[src/design/dopm_defines.svh]
`ifndef DOPM_DEFINES_SVH
`define DOPM_DEFINES_SVH

// Register addresses on the special-function-register bus
`define DOPM_ADDR_CTRL        8'hAE
`define DOPM_ADDR_DUTY_A_LO   8'hB1
`define DOPM_ADDR_DUTY_A_HI   8'hB2
`define DOPM_ADDR_DUTY_B_LO   8'hB3
`define DOPM_ADDR_DUTY_B_HI   8'hB4

// Control register fields and reset value
`define DOPM_CTRL_RESET       7'h00
`define DOPM_MODE_MSB         6
`define DOPM_MODE_LSB         4
`define DOPM_PRESC_MSB        3
`define DOPM_PRESC_LSB        2
`define DOPM_SRC_MSB          1
`define DOPM_SRC_LSB          0

// Clock source codes
`define DOPM_SRC_XTAL_DIV     2'h0
`define DOPM_SRC_XTAL         2'h1
`define DOPM_SRC_EXT_PIN      2'h2
`define DOPM_SRC_PLL          2'h3

// Crystal divider and prescaler masks
`define DOPM_XTAL_DIV_LAST    4'hE
`define DOPM_PRESC_MASK_1     6'h00
`define DOPM_PRESC_MASK_4     6'h03
`define DOPM_PRESC_MASK_16    6'h0F
`define DOPM_PRESC_MASK_64    6'h3F

// Data register reset value and full counter range end
`define DOPM_DATA_RESET       8'h00
`define DOPM_CNT_LAST         16'hFFFF

`endif

[src/design/dopm_pkg.sv]
package dopm_pkg;

  // Operating modes in mode-field order
  typedef enum logic [2:0] {
    DOPM_MODE_OFF,
    DOPM_MODE_SINGLE16,
    DOPM_MODE_TWIN8,
    DOPM_MODE_TWIN16,
    DOPM_MODE_SD_NRZ,
    DOPM_MODE_DUAL8,
    DOPM_MODE_SD_RZ,
    DOPM_MODE_HOLD
  } dopm_mode_e;

  typedef logic [15:0] dopm_word_t;

endpackage

[src/design/dopm_sd_if.sv]
`timescale 1ns/10ps

// Links the top to one pulse-density channel
interface dopm_sd_if;
  logic               step;
  logic               clear;
  dopm_pkg::dopm_word_t value;
  logic               bit_out;

  modport ctrl (output step, output clear, output value, input bit_out);
  modport chan (input step, input clear, input value, output bit_out);
endinterface

[src/design/dopm_sd_chan.sv]
`timescale 1ns/10ps
`include "dopm_defines.svh"

module dopm_sd_chan (
  input  wire logic ref_clk,
  input  wire logic rst,
  dopm_sd_if.chan   sd
);

  logic [15:0] acc_ff;
  logic        bit_ff;
  logic [16:0] sum;

  // First-order accumulator: carry out is the density bit
  assign sum = {1'b0, acc_ff} + {1'b0, sd.value};
  assign sd.bit_out = bit_ff;

  // even spread: carries over 65536 steps equal the value
  always_ff @(posedge ref_clk) begin
    if (rst || sd.clear) begin
      acc_ff <= 16'h0000;
      bit_ff <= 1'b0;
    end else if (sd.step) begin
      acc_ff <= sum[15:0];
      bit_ff <= sum[16];
    end
  end

endmodule

[src/design/dopm_top.sv]
`timescale 1ns/10ps
`include "dopm_defines.svh"

module dopm_top (
  input  wire logic       ref_clk,
  input  wire logic       rst,
  input  wire logic [7:0] sfr_addr,
  input  wire logic       sfr_wr,
  input  wire logic [7:0] sfr_wdata,
  output logic      [7:0] sfr_rdata,
  input  wire logic       crystal_clk_in,
  input  wire logic       pll_clk_in,
  input  wire logic       external_clock_pin,
  output logic            output_pin_a,
  output logic            output_pin_b,
  output logic            pin_a_oe_n,
  output logic            pin_b_oe_n
);

  logic [6:0]  ctrl_ff;
  logic [7:0]  hold_a_ff, hold_b_ff;
  logic [15:0] vis_a_ff, vis_b_ff;
  logic [15:0] act_a_ff, act_b_ff;
  logic [15:0] cnt_ff;
  logic [2:0]  xs_ff, ps_ff, es_ff;
  logic [3:0]  xdiv_ff;
  logic [5:0]  pre_ff;
  logic [15:0] since_ff, span_ff;
  logic [7:0]  rdata_ff;
  logic        out_a_ff, out_b_ff, oe_n_a_ff, oe_n_b_ff;

  dopm_pkg::dopm_mode_e mode;
  logic        wr_ctrl, wr_a_lo, wr_a_hi, wr_b_lo, wr_b_hi, is16;
  logic        x_edge, p_edge, e_edge, xdiv_tick, src_tick, tick;
  logic [5:0]  pmask;
  logic        wrap_lo, wrap_hi, wrap16, boundary, rz_low, hold;
  logic [15:0] nxt_cnt;
  logic        nxt_a, nxt_b, pins_used;

  dopm_sd_if sd_a ();
  dopm_sd_if sd_b ();

  assign mode    = dopm_pkg::dopm_mode_e'(ctrl_ff[`DOPM_MODE_MSB:`DOPM_MODE_LSB]);
  assign is16    = (mode == dopm_pkg::DOPM_MODE_SINGLE16) || (mode == dopm_pkg::DOPM_MODE_TWIN16)
                || (mode == dopm_pkg::DOPM_MODE_SD_NRZ) || (mode == dopm_pkg::DOPM_MODE_SD_RZ);
  assign hold    = (mode == dopm_pkg::DOPM_MODE_OFF) || (mode == dopm_pkg::DOPM_MODE_HOLD);

  // Write strobes by address
  assign wr_ctrl = sfr_wr && (sfr_addr == `DOPM_ADDR_CTRL);
  assign wr_a_lo = sfr_wr && (sfr_addr == `DOPM_ADDR_DUTY_A_LO);
  assign wr_a_hi = sfr_wr && (sfr_addr == `DOPM_ADDR_DUTY_A_HI);
  assign wr_b_lo = sfr_wr && (sfr_addr == `DOPM_ADDR_DUTY_B_LO);
  assign wr_b_hi = sfr_wr && (sfr_addr == `DOPM_ADDR_DUTY_B_HI);

  // control register, bit 7 not kept
  always_ff @(posedge ref_clk) begin
    if (rst) begin
      ctrl_ff <= `DOPM_CTRL_RESET;
    end else if (wr_ctrl) begin
      ctrl_ff <= sfr_wdata[6:0];
    end
  end

  // low bytes park in the hidden holder in 16-bit modes
  always_ff @(posedge ref_clk) begin
    if (rst) begin
      hold_a_ff <= `DOPM_DATA_RESET;
      hold_b_ff <= `DOPM_DATA_RESET;
    end else begin
      if (wr_a_lo) hold_a_ff <= sfr_wdata;
      if (wr_b_lo) hold_b_ff <= sfr_wdata;
    end
  end

  // high byte write moves both bytes into the visible pair in 16-bit modes
  always_ff @(posedge ref_clk) begin
    if (rst) begin
      vis_a_ff <= {`DOPM_DATA_RESET, `DOPM_DATA_RESET};
      vis_b_ff <= {`DOPM_DATA_RESET, `DOPM_DATA_RESET};
    end else begin
      if (wr_a_hi) vis_a_ff <= {sfr_wdata, is16 ? hold_a_ff : vis_a_ff[7:0]};
      else if (wr_a_lo && !is16) vis_a_ff[7:0] <= sfr_wdata;
      if (wr_b_hi) vis_b_ff <= {sfr_wdata, is16 ? hold_b_ff : vis_b_ff[7:0]};
      else if (wr_b_lo && !is16) vis_b_ff[7:0] <= sfr_wdata;
    end
  end

  // Read data registered; unmapped addresses read zero
  always_ff @(posedge ref_clk) begin
    if (rst) begin
      rdata_ff <= 8'h00;
    end else begin
      case (sfr_addr)
        `DOPM_ADDR_CTRL:      rdata_ff <= {1'b0, ctrl_ff};
        `DOPM_ADDR_DUTY_A_LO: rdata_ff <= vis_a_ff[7:0];
        `DOPM_ADDR_DUTY_A_HI: rdata_ff <= vis_a_ff[15:8];
        `DOPM_ADDR_DUTY_B_LO: rdata_ff <= vis_b_ff[7:0];
        `DOPM_ADDR_DUTY_B_HI: rdata_ff <= vis_b_ff[15:8];
        default:              rdata_ff <= 8'h00;
      endcase
    end
  end
  assign sfr_rdata = rdata_ff;

  // two-stage synchronisers plus an edge stage for the clock pins
  always_ff @(posedge ref_clk) begin
    if (rst) begin
      xs_ff <= 3'h0;
      ps_ff <= 3'h0;
      es_ff <= 3'h0;
    end else begin
      xs_ff <= {xs_ff[1:0], crystal_clk_in};
      ps_ff <= {ps_ff[1:0], pll_clk_in};
      es_ff <= {es_ff[1:0], external_clock_pin};
    end
  end
  assign x_edge = xs_ff[1] && !xs_ff[2];
  assign p_edge = ps_ff[1] && !ps_ff[2];
  assign e_edge = es_ff[1] && !es_ff[2];

  always_ff @(posedge ref_clk) begin
    if (rst) begin
      xdiv_ff <= 4'h0;
    end else if (x_edge) begin
      xdiv_ff <= (xdiv_ff == `DOPM_XTAL_DIV_LAST) ? 4'h0 : xdiv_ff + 4'h1;
    end
  end
  assign xdiv_tick = x_edge && (xdiv_ff == `DOPM_XTAL_DIV_LAST);

  assign src_tick = (ctrl_ff[`DOPM_SRC_MSB:`DOPM_SRC_LSB] == `DOPM_SRC_XTAL_DIV) ? xdiv_tick
                  : (ctrl_ff[`DOPM_SRC_MSB:`DOPM_SRC_LSB] == `DOPM_SRC_XTAL)     ? x_edge
                  : (ctrl_ff[`DOPM_SRC_MSB:`DOPM_SRC_LSB] == `DOPM_SRC_EXT_PIN)  ? e_edge
                  : p_edge;

  // prescaler: tick when the low bits under the mask are all ones
  assign pmask = (ctrl_ff[`DOPM_PRESC_MSB:`DOPM_PRESC_LSB] == 2'h0) ? `DOPM_PRESC_MASK_1
               : (ctrl_ff[`DOPM_PRESC_MSB:`DOPM_PRESC_LSB] == 2'h1) ? `DOPM_PRESC_MASK_4
               : (ctrl_ff[`DOPM_PRESC_MSB:`DOPM_PRESC_LSB] == 2'h2) ? `DOPM_PRESC_MASK_16
               : `DOPM_PRESC_MASK_64;
  assign tick  = src_tick && ((pre_ff & pmask) == pmask);

  always_ff @(posedge ref_clk) begin
    if (rst || wr_ctrl) begin
      pre_ff <= 6'h00;
    end else if (src_tick) begin
      pre_ff <= pre_ff + 6'h01;
    end
  end

  // Period ends per mode; pair B holds the periods in modes one, two and five
  assign wrap16  = (cnt_ff == `DOPM_CNT_LAST);
  assign wrap_lo = (cnt_ff[7:0] == act_b_ff[7:0]);
  assign wrap_hi = (cnt_ff[15:8] == act_b_ff[15:8]);
  assign boundary = tick && (
      (mode == dopm_pkg::DOPM_MODE_SINGLE16) ? (cnt_ff + 16'h0001 == act_b_ff)
    : (mode == dopm_pkg::DOPM_MODE_TWIN8 || mode == dopm_pkg::DOPM_MODE_DUAL8) ? wrap_lo
    : wrap16);

  // Next count; mode five steps both bytes as separate counters
  always_comb begin
    nxt_cnt = cnt_ff + 16'h0001;
    case (mode)
      dopm_pkg::DOPM_MODE_SINGLE16: if (cnt_ff + 16'h0001 == act_b_ff) nxt_cnt = 16'h0000;
      dopm_pkg::DOPM_MODE_TWIN8:    nxt_cnt = {8'h00, wrap_lo ? 8'h00 : cnt_ff[7:0] + 8'h01};
      dopm_pkg::DOPM_MODE_DUAL8:    nxt_cnt = {wrap_hi ? 8'h00 : cnt_ff[15:8] + 8'h01,
                                               wrap_lo ? 8'h00 : cnt_ff[7:0] + 8'h01};
      default:                      nxt_cnt = cnt_ff + 16'h0001;
    endcase
  end

  // control write clears the count; hold modes keep it cleared
  always_ff @(posedge ref_clk) begin
    if (rst || wr_ctrl || hold) begin
      cnt_ff <= 16'h0000;
    end else if (tick) begin
      cnt_ff <= nxt_cnt;
    end
  end

  // working copies take the new pair at the period end, on a control write and in the hold modes
  always_ff @(posedge ref_clk) begin
    if (rst) begin
      act_a_ff <= 16'h0000;
      act_b_ff <= 16'h0000;
    end else if (boundary || wr_ctrl || hold) begin
      act_a_ff <= vis_a_ff;
      act_b_ff <= vis_b_ff;
    end
  end

  // Interval between ticks, for the half-clock low in RZ form
  always_ff @(posedge ref_clk) begin
    if (rst) begin
      since_ff <= 16'h0000;
      span_ff  <= 16'h0000;
    end else if (tick) begin
      since_ff <= 16'h0000;
      span_ff  <= since_ff + 16'h0001;
    end else if (since_ff != 16'hFFFF) begin
      since_ff <= since_ff + 16'h0001;
    end
  end
  // second half of each step returns low
  assign rz_low = (since_ff + 16'h0001) > {1'b0, span_ff[15:1]};

  // two density channels fed from the data pairs
  assign sd_a.step  = tick;
  assign sd_b.step  = tick;
  assign sd_a.clear = wr_ctrl || hold;
  assign sd_b.clear = wr_ctrl || hold;
  assign sd_a.value = act_a_ff;
  assign sd_b.value = act_b_ff;

  dopm_sd_chan u_sd_a (
    .ref_clk (ref_clk),
    .rst     (rst),
    .sd      (sd_a)
  );

  dopm_sd_chan u_sd_b (
    .ref_clk (ref_clk),
    .rst     (rst),
    .sd      (sd_b)
  );

  always_comb begin
    nxt_a = 1'b0;
    nxt_b = 1'b0;
    case (mode)
      dopm_pkg::DOPM_MODE_SINGLE16: nxt_a = cnt_ff < act_a_ff;
      // A falls on low duty byte, B windowed
      dopm_pkg::DOPM_MODE_TWIN8: begin
        nxt_a = cnt_ff[7:0] < act_a_ff[7:0];
        nxt_b = (cnt_ff[7:0] >= act_b_ff[15:8]) && (cnt_ff[7:0] < act_a_ff[15:8]);
      end
      dopm_pkg::DOPM_MODE_TWIN16: begin
        nxt_a = cnt_ff < act_a_ff;
        nxt_b = cnt_ff < act_b_ff;
      end
      dopm_pkg::DOPM_MODE_SD_NRZ: begin
        nxt_a = sd_a.bit_out;
        nxt_b = sd_b.bit_out;
      end
      // each byte counter drives its own pin
      dopm_pkg::DOPM_MODE_DUAL8: begin
        nxt_a = cnt_ff[7:0] < act_a_ff[7:0];
        nxt_b = cnt_ff[15:8] < act_a_ff[15:8];
      end
      // density bit masked in the second half
      dopm_pkg::DOPM_MODE_SD_RZ: begin
        nxt_a = sd_a.bit_out && !rz_low;
        nxt_b = sd_b.bit_out && !rz_low;
      end
      default: begin
        nxt_a = 1'b0;
        nxt_b = 1'b0;
      end
    endcase
  end

  // pins released in modes zero and seven, B unused in mode one
  assign pins_used = !hold;

  always_ff @(posedge ref_clk) begin
    if (rst) begin
      out_a_ff  <= 1'b0;
      out_b_ff  <= 1'b0;
      oe_n_a_ff <= 1'b1;
      oe_n_b_ff <= 1'b1;
    end else begin
      out_a_ff  <= nxt_a;
      out_b_ff  <= nxt_b;
      oe_n_a_ff <= !pins_used;
      oe_n_b_ff <= !pins_used || (mode == dopm_pkg::DOPM_MODE_SINGLE16);
    end
  end

  assign output_pin_a = out_a_ff;
  assign output_pin_b = out_b_ff;
  assign pin_a_oe_n   = oe_n_a_ff;
  assign pin_b_oe_n   = oe_n_b_ff;

endmodule

[config.mk]
export PLATFORM = sky130hd
export DESIGN_NAME = dopm_top
export DESIGN_NICKNAME = d
export VERILOG_FILES = /design/src/design/dopm_pkg.sv /design/src/design/dopm_sd_if.sv /design/src/design/dopm_sd_chan.sv /design/src/design/dopm_top.sv
export VERILOG_INCLUDE_DIRS = /design/src /design/src/design
export SDC_FILE = /design/constraint.sdc
export NUM_CORES = 1
export LEC_CHECK = 0
export ABC_CLOCK_PERIOD_IN_PS = 6100
export BUFFER_PORTS_ARGS = -buffer_cell sky130_fd_sc_hd__buf_2
export CAP_MARGIN = 20
export CORE_MARGIN = 3
export CORE_UTILIZATION = 55
export DETAILED_ROUTE_END_ITERATION = 6
export PLACE_DENSITY = 0.72
export SLEW_MARGIN = 15
export SYNTH_ARGS = -nofsm -noshare
export SYNTH_HDL_FRONTEND = slang
export SYNTH_SLANG_ARGS = --single-unit
export TNS_END_PERCENT = 50
[constraint.sdc]
create_clock -name ref_clk -period 6.1 [get_ports ref_clk]
set_clock_uncertainty 0.05 [all_clocks]
set_input_delay 0 -clock ref_clk [delete_from_list [all_inputs] [get_ports ref_clk]]
set_output_delay 0 -clock ref_clk [all_outputs]
set_load 0.02 [all_outputs]
==> metrics, run 1 <==
post-route ant nets=0; Clk pwr share=0.465; WL final=28,480 um; GRT Overall Usage=0.2610; Worst EP required=6340 ps; Worst setup EP type=register; internal power=1.963 mW; met1 WL=13,100 um; maximum fanout along the worst path=32; DRT iter0 DRCs=767; RSZ-0062 raised after global routing=false; syn_area_per_cell=8.170 um^2; DR vias=9,748; vias in the first global route=9,220; Power Density=210.3 nW/um^2; post-synthesis sequential area ratio=0.3526; Tmin final=3885 ps; DR vias/cell=5.869; n_diodes=0; Slew Limit Headroom=0.2941; Synth Register Bits=199; Reg power frac=0.506; CTS root buffer=clkbuf_16; NumNets Final=1,505; initial core utilization=0.5694; routed length on met3=1716 um; port bufs=33; latest clock arrival within the worst-skew pair=450 ps; CTS clk-pin slew, worst paths=80 ps; pre-CTS setup slack=2258 ps; Hold Fails Final Rpt=0; WL/cell=17.15 um; Resized cells post-CTS=0; Primary FF master, synth=dfxtp_1; maximum number of pins on one net before global-route repair=106; commonest non-fill, non-tap cell in the layout=dfxtp_1; Cell Area, Synth=11,300 um^2; total negative slack=0 ps; first-pass detailed-route iteration total=5; Post-synth ARST share=0; # clock sinks=199; area grow syn2layout=8.670%; FMAX=257.4 MHz; peak supply drop=0.0001699 V; final setup fails=0; Switch Pwr=0.6189 mW; Die Y=149.3 um; actual slew at the worst max-slew pin=1059 ps; crit path DAT=4120 ps; switching share of power=0.2397; I/O pin count=34; worst setup margin=2215 ps; leading cell types in the layout, fill and taps excluded=199 x dfxtp_1, 189 x nand2_1, 133 x a21oi_1; Die W=149.3 um; dpl hpwl=20,150 um; clock tree buffer depth=2; combinational share of power=0.029; Post-synth EDFFs=0; Net Count, Synth=1,505; Pleak=5.033 nW; overflow left after global routing=0; Post-CTS Repair Setup Buffers=0; worst hold path type=input port to register; CP Launch Type=register; Residual DRC=0; Crit Path Category=register to register; synth unique cells=73; fin. max-slew vios=0; die area=22,300 um^2; Mapped Cells=1,383; CTS Buf Count=17; Max Cap Violations=0; Filler cells=1,747; initial antenna violation count=0; first-pass GRT wire length=46,950 um; Yosys Warn Count=0; met2 WL=12,860 um; fraction of layout cells with a size suffix above 1=0.06805; H-tree depth=4; Tcrit/Tclk final=0.6368; status=finished clean; Top Layer Used=met4; core area=19,850 um^2; GPL Wtd Cong=0.8908; Site Rows=51; TritonCTS clock tree=yes
==> kinds of logic (layout without fill, tap and decap cells) <==
kind of cell | count (synthesis) | after routing | synth area share
xor+xnor | 55 | 55 | 0.04263
simple gates | 493 | 493 | 0.2060
compound gates | 334 | 334 | 0.1905
buf+inv | 161 | 174 | 0.06002
flops | 199 | 199 | 0.3526
fa+ha+maj | 100 | 100 | 0.1121
mux | 41 | 41 | 0.03632
==> cell type report <==
type / count / area, um^2 / area share
Multi-Input combinational cell: 1023 / 6651 / 0.5417
Sequential cell: 199 / 3984 / 0.3244
Clock buffer: 18 / 429.2 / 0.03495
Timing Repair Buffer: 54 / 355.3 / 0.02894
Tap cell: 265 / 331.6 / 0.02700
Inverter: 88 / 330.3 / 0.02690
Clock inverter: 14 / 197.7 / 0.01610
==> power by group through the flow <==
stage | combinational (mW) | sequential, mW | clock [mW]
3_3_place_gp | 0.0680 | 1.34 | 0
4_1_cts | 0.0747 | 1.31 | 1.22
5_1_grt | 0.0824 | 1.31 | 1.27
6_report | 0.0750 | 1.31 | 1.20
2_1_floorplan | 0.0447 | 1.34 | 0
3_5_place_dp | 0.0685 | 1.34 | 0
==> repair_timing <==
| action | in CTS | in global routing |
|---|---|---|
| hold buffers | 12 | 0 |
| setup endpoints to repair | 0 | 0 |
| hold endpoints to repair | 74 | 0 |
==> metal layers <==
metal,global-route usage,up-vias
li1,-,4878
met1,0.3523,4551
met2,0.4216,263
met3,0.04862,56
met4,0.08879,0
met5,0,-
==> state kept, by name, indices dropped and copies added, names as in the netlist, 4 cells and up <==
signal and flops:
sfr_rdata 8, since_ff 16, cnt_ff 16, ctrl_ff 7, u_sd_b.acc_ff 16, u_sd_a.acc_ff 16
hold_a_ff 8, act_b_ff 16, hold_b_ff 8, span_ff 15, pre_ff 6, vis_b_ff 16
xdiv_ff 4, act_a_ff 16, vis_a_ff 16
==> worst max-delay path, cell delays in order (launching register included) <==
cell     delay (ps)
dfxtp_1         560
ha_1            340
nand3_1         210
nor2_2          340
xnor2_1         120
or4_4           550
o31ai_4         320
a221o_2         880
mux2i_1         290
nor2_1           60
==> metrics by stage <==
stage | cells | util | power, mW | area [um^2] | hold WS, ps
floorplan | 1383 | - | 1.381 | 11300 | 78.18
global placement | 1616 | 0.5807 | 1.406 | 11520 | 164.0
detailed placement | 1616 | 0.5807 | 1.407 | 11520 | 165.9
CTS | 1660 | 0.6184 | 2.598 | 12270 | 3.910
global route | 1661 | 0.6188 | 2.660 | 12280 | 41.04
finish | 1661 | 0.6188 | 2.582 | 12280 | 26.39
==> Yosys cell counts, drive strengths merged, types with 24 or more instances <==
| cell type | n | share of area |
|---|---|---|
| a211oi | 30 | 0.020 |
| a21oi | 133 | 0.059 |
| clkbuf | 54 | 0.018 |
| dfxtp | 199 | 0.35 |
| ha | 98 | 0.11 |
| inv | 88 | 0.029 |
| mux2i | 41 | 0.036 |
| nand2 | 189 | 0.063 |
| nand3 | 46 | 0.020 |
| nor2 | 119 | 0.040 |
| nor2b | 24 | 0.013 |
| nor3 | 25 | 0.012 |
| o21ai | 44 | 0.020 |
| xnor2 | 30 | 0.023 |
| xor2 | 25 | 0.019 |
==> path summary, 6_finish.rpt <==
kind,slack [ps],from,endpoint,cells past startpoint
worst max register to register,2220,cnt_ff[1]$_SDFFE_PP0P_,act_b_ff[2]$_SDFFE_PP0P_,9
worst min register to register,390,xs_ff[0]$_SDFF_PP0_,xs_ff[1]$_SDFF_PP0_,1
worst max-delay path,2220,cnt_ff[1]$_SDFFE_PP0P_,act_b_ff[2]$_SDFFE_PP0P_,9
worst min-delay path,30,sfr_wr,hold_a_ff[0]$_SDFFE_PP0P_,3
No activity file was read; power rests on OpenSTA's default activity.
==> run 2: changes to the inputs <==
--- a/config.mk
+++ b/config.mk
@@ -6,13 +6,13 @@
 export SDC_FILE = /design/constraint.sdc
 export NUM_CORES = 1
 export LEC_CHECK = 0
-export ABC_CLOCK_PERIOD_IN_PS = 6100
+export ABC_CLOCK_PERIOD_IN_PS = 3240
 export BUFFER_PORTS_ARGS = -buffer_cell sky130_fd_sc_hd__buf_2
 export CAP_MARGIN = 20
 export CORE_MARGIN = 3
 export CORE_UTILIZATION = 55
 export DETAILED_ROUTE_END_ITERATION = 6
-export PLACE_DENSITY = 0.72
+export PLACE_DENSITY = 0.75
 export SLEW_MARGIN = 15
 export SYNTH_ARGS = -nofsm -noshare
 export SYNTH_HDL_FRONTEND = slang
==> constraint.sdc (replaced) <==
create_clock -name ref_clk -period 3.24 [get_ports ref_clk]
set_clock_uncertainty 0.05 [all_clocks]
set_input_delay 0 -clock ref_clk [delete_from_list [all_inputs] [get_ports ref_clk]]
set_output_delay 0 -clock ref_clk [all_outputs]
set_load 0.02 [all_outputs]
==> run 2 against run 1 <==
Against the previous run:
- combinational power rose by 95%
- cell area increased by 2.6%
- die area did not move
- critical endpoint is now act_a_ff[6]$_SDFFE_PP0P_
- non-clock buffer count rose by 37
- largest cell class unchanged
==> metrics, run 2 (synthesis gave the netlist of run 1 again) <==
status=finished clean (unchanged); Tmin final=3026 ps (was 3885 ps); core area=19,850 um^2 (unchanged); Layout Cells excl Fill=1,698 (was 1,661); Worst setup EP type=register (unchanged); Pleak=5.241 nW (was 5.033 nW); DR vias=10.19k (was 9,748); overflow left after global routing=0 (unchanged); NumNets Final=1,542 (was 1,505); Post-CTS Repair Setup Buffers=0 (unchanged); DRT iter0 DRCs=1,045 (was 767); Clk pwr share=0.456 (was 0.465); Crit Path Category=register to register (unchanged); fraction of layout cells with a size suffix above 1=0.09630 (was 0.06805); Die W=149.3 um (unchanged); Post-DP Area=11,820 um^2 (was 11,520 um^2); dpl hpwl=21,190 um (was 20,150 um); pre-CTS setup slack=83.11 ps (was 2258 ps); maximum fanout along the worst path=16 (was 32); Switch Pwr=1.223 mW (was 0.6189 mW); final setup fails=0 (unchanged); Max Cap Violations=0 (unchanged); initial antenna violation count=0 (unchanged); latest clock arrival within the worst-skew pair=460 ps (was 450 ps); CP Launch Type=register (unchanged); Residual DRC=0 (unchanged); RSZ-0062 raised after global routing=false (unchanged); combinational share of power=0.030 (was 0.029); CTS clk-pin slew, worst paths=90 ps (was 80 ps); port bufs=33 (unchanged); total negative slack=0 ps (unchanged); internal power=3.571 mW (was 1.963 mW); CP peak stage delay=540 ps (was 880 ps); die area=22,300 um^2 (unchanged); met1 usage=0.3563 (was 0.3523); peak supply drop=0.0003539 V (was 0.0001699 V); GRT Overall Usage=0.2712 (was 0.2610); DR vias/cell=6.002 (was 5.869); Hold Fails Final Rpt=0 (unchanged); Cell Chain, Critical Path=inv_1 -> ha_1 -> a211oi_2 -> o211ai_1 -> or4_4 -> o31ai_4 -> a221o_2 -> buf_12 -> mux2i_1 -> nor2_1 (was ha_1 -> nand3_1 -> nor2_2 -> xnor2_1 -> or4_4 -> o31ai_4 -> a221o_2 -> mux2i_1 -> nor2_1); Final Power=4.794 mW (was 2.582 mW); GR Util met3=0.05166 (was 0.04862); switching share of power=0.2552 (was 0.2397); Site Rows=51 (unchanged); GPL Wtd Cong=0.9568 (was 0.8908); CTS root buffer=clkbuf_16 (unchanged); WL/cell=17.68 um (was 17.15 um); first-pass detailed-route iteration total=5 (unchanged); maximum number of pins on one net before global-route repair=94 (was 106); clock tree buffer depth=2 (unchanged); worst setup margin=214.0 ps (was 2215 ps); busiest grt layer=met2 (unchanged); I/O pin count=34 (unchanged); initial core utilization=0.5694 (unchanged); H-tree depth=4 (unchanged); Power Density=380.6 nW/um^2 (was 210.3 nW/um^2); met2 Usage GRT=0.4426 (was 0.4216); Top Family by Delay on Critical Path=compound AO/OA/AOI/OAI gates (unchanged); n_diodes=0 (unchanged); CTS Buf Count=17 (unchanged); Slew Limit Headroom=0.3547 (was 0.2941); Finished Cell Area=12,590 um^2 (was 12,280 um^2); crit path DAT=3280 ps (was 4120 ps); Worst EP required=3490 ps (was 6340 ps); Tcrit/Tclk final=0.9340 (was 0.6368); worst hold path type=input port to register (unchanged); # clock sinks=199 (unchanged); commonest non-fill, non-tap cell in the layout=dfxtp_1 (unchanged); area grow syn2layout=11.46% (was 8.670%); DP Cell Count=1,653 (was 1,616); FMAX=330.5 MHz (was 257.4 MHz); first-pass GRT wire length=48,550 um (was 46,950 um); WL final=30,020 um (was 28,480 um); slowest stage cell on the critical path=or4_4 (was a221o_2); post-route ant nets=0 (unchanged); fin. max-slew vios=0 (unchanged); leading cell types in the layout, fill and taps excluded=196 x dfxtp_1, 189 x nand2_1, 132 x a21oi_1 (was 199 x dfxtp_1, 189 x nand2_1, 133 x a21oi_1); TritonCTS clock tree=yes (unchanged); crit path buf inv count=2 (was 0); Reg power frac=0.513 (was 0.506); Die Y=149.3 um (unchanged); vias in the first global route=9,476 (was 9,220); actual slew at the worst max-slew pin=967.9 ps (was 1059 ps)
## run 2: cell count changes in the layout (fill, tap and decap cells not counted), sizes merged
cell	before	now
bufinv	2	0
buf	42	78
clkinv	4	7
## run 2: worst register-to-register path: stages (launching register included)
cell      delay, ps
dfxtp_2         410
inv_1           110
ha_1            320
a211oi_2        200
o211ai_1        140
or4_4           540
o31ai_4         310
a221o_2         300
buf_12          200
mux2i_1         250
nor2_1           60
## run 2: per-stage QoR
| step | hold WS, ps | utilization |
|---|---|---|
| after global routing | 29.78 | 0.6346 |
| after CTS | 4.212 | 0.6327 |
| after detailed placement | 167.3 | 0.5954 |
| after global placement | 162.9 | 0.5954 |
| final | 18.04 | 0.6346 |
| after floorplan | 78.18 | - |
## run 2: timing repair
| item | in CTS | in global routing |
|---|---|---|
| endpoints found under the setup margin | 0 | 46 |
| resized for setup | 0 | 5 |
| hold buffers | 12 | 0 |
| hold endpoints to repair | 73 | 0 |
## run 2: path summary, 6_finish.rpt
kind | start | end | slack [ps] | depth (start not counted)
worst max register to register | cnt_ff[0]$_SDFFE_PP0P_ | act_a_ff[6]$_SDFFE_PP0P_ | 210 | 10
worst min-delay path | sfr_wr | hold_b_ff[0]$_SDFFE_PP0P_ | 20 | 4
worst min register to register | xs_ff[0]$_SDFF_PP0_ | xs_ff[1]$_SDFF_PP0_ | 390 | 1
worst max-delay path | cnt_ff[0]$_SDFFE_PP0P_ | act_a_ff[6]$_SDFFE_PP0P_ | 210 | 10
## run 2: cell type report
| cell class | count | area (um^2) |
|---|---|---|
| Inverter | 88 | 330.3 |
| Clock buffer | 17 | 425.4 |
| Fill cell | 1704 | 7251 |
| Timing Repair Buffer | 91 | 663.1 |
| Multi-Input combinational cell | 1023 | 6660 |
| Sequential cell | 199 | 3988 |
| Tap cell | 265 | 331.6 |
| Clock inverter | 15 | 196.4 |
## run 2: power by group through the flow
stage,combinational (mW),sequential (mW),clock (mW)
3_3_place_gp,0.129,2.52,0
4_1_cts,0.144,2.46,2.22
5_1_grt,0.159,2.46,2.33
3_5_place_dp,0.132,2.52,0
2_1_floorplan,0.0841,2.52,0
6_report,0.146,2.46,2.19
## run 2: layer usage
metal | up-vias | part of all wire
li1 | 4954 | -
met1 | 4755 | 0.43
met2 | 404 | 0.46
met3 | 78 | 0.078
met4 | 0 | 0.035
met5 | - | 0
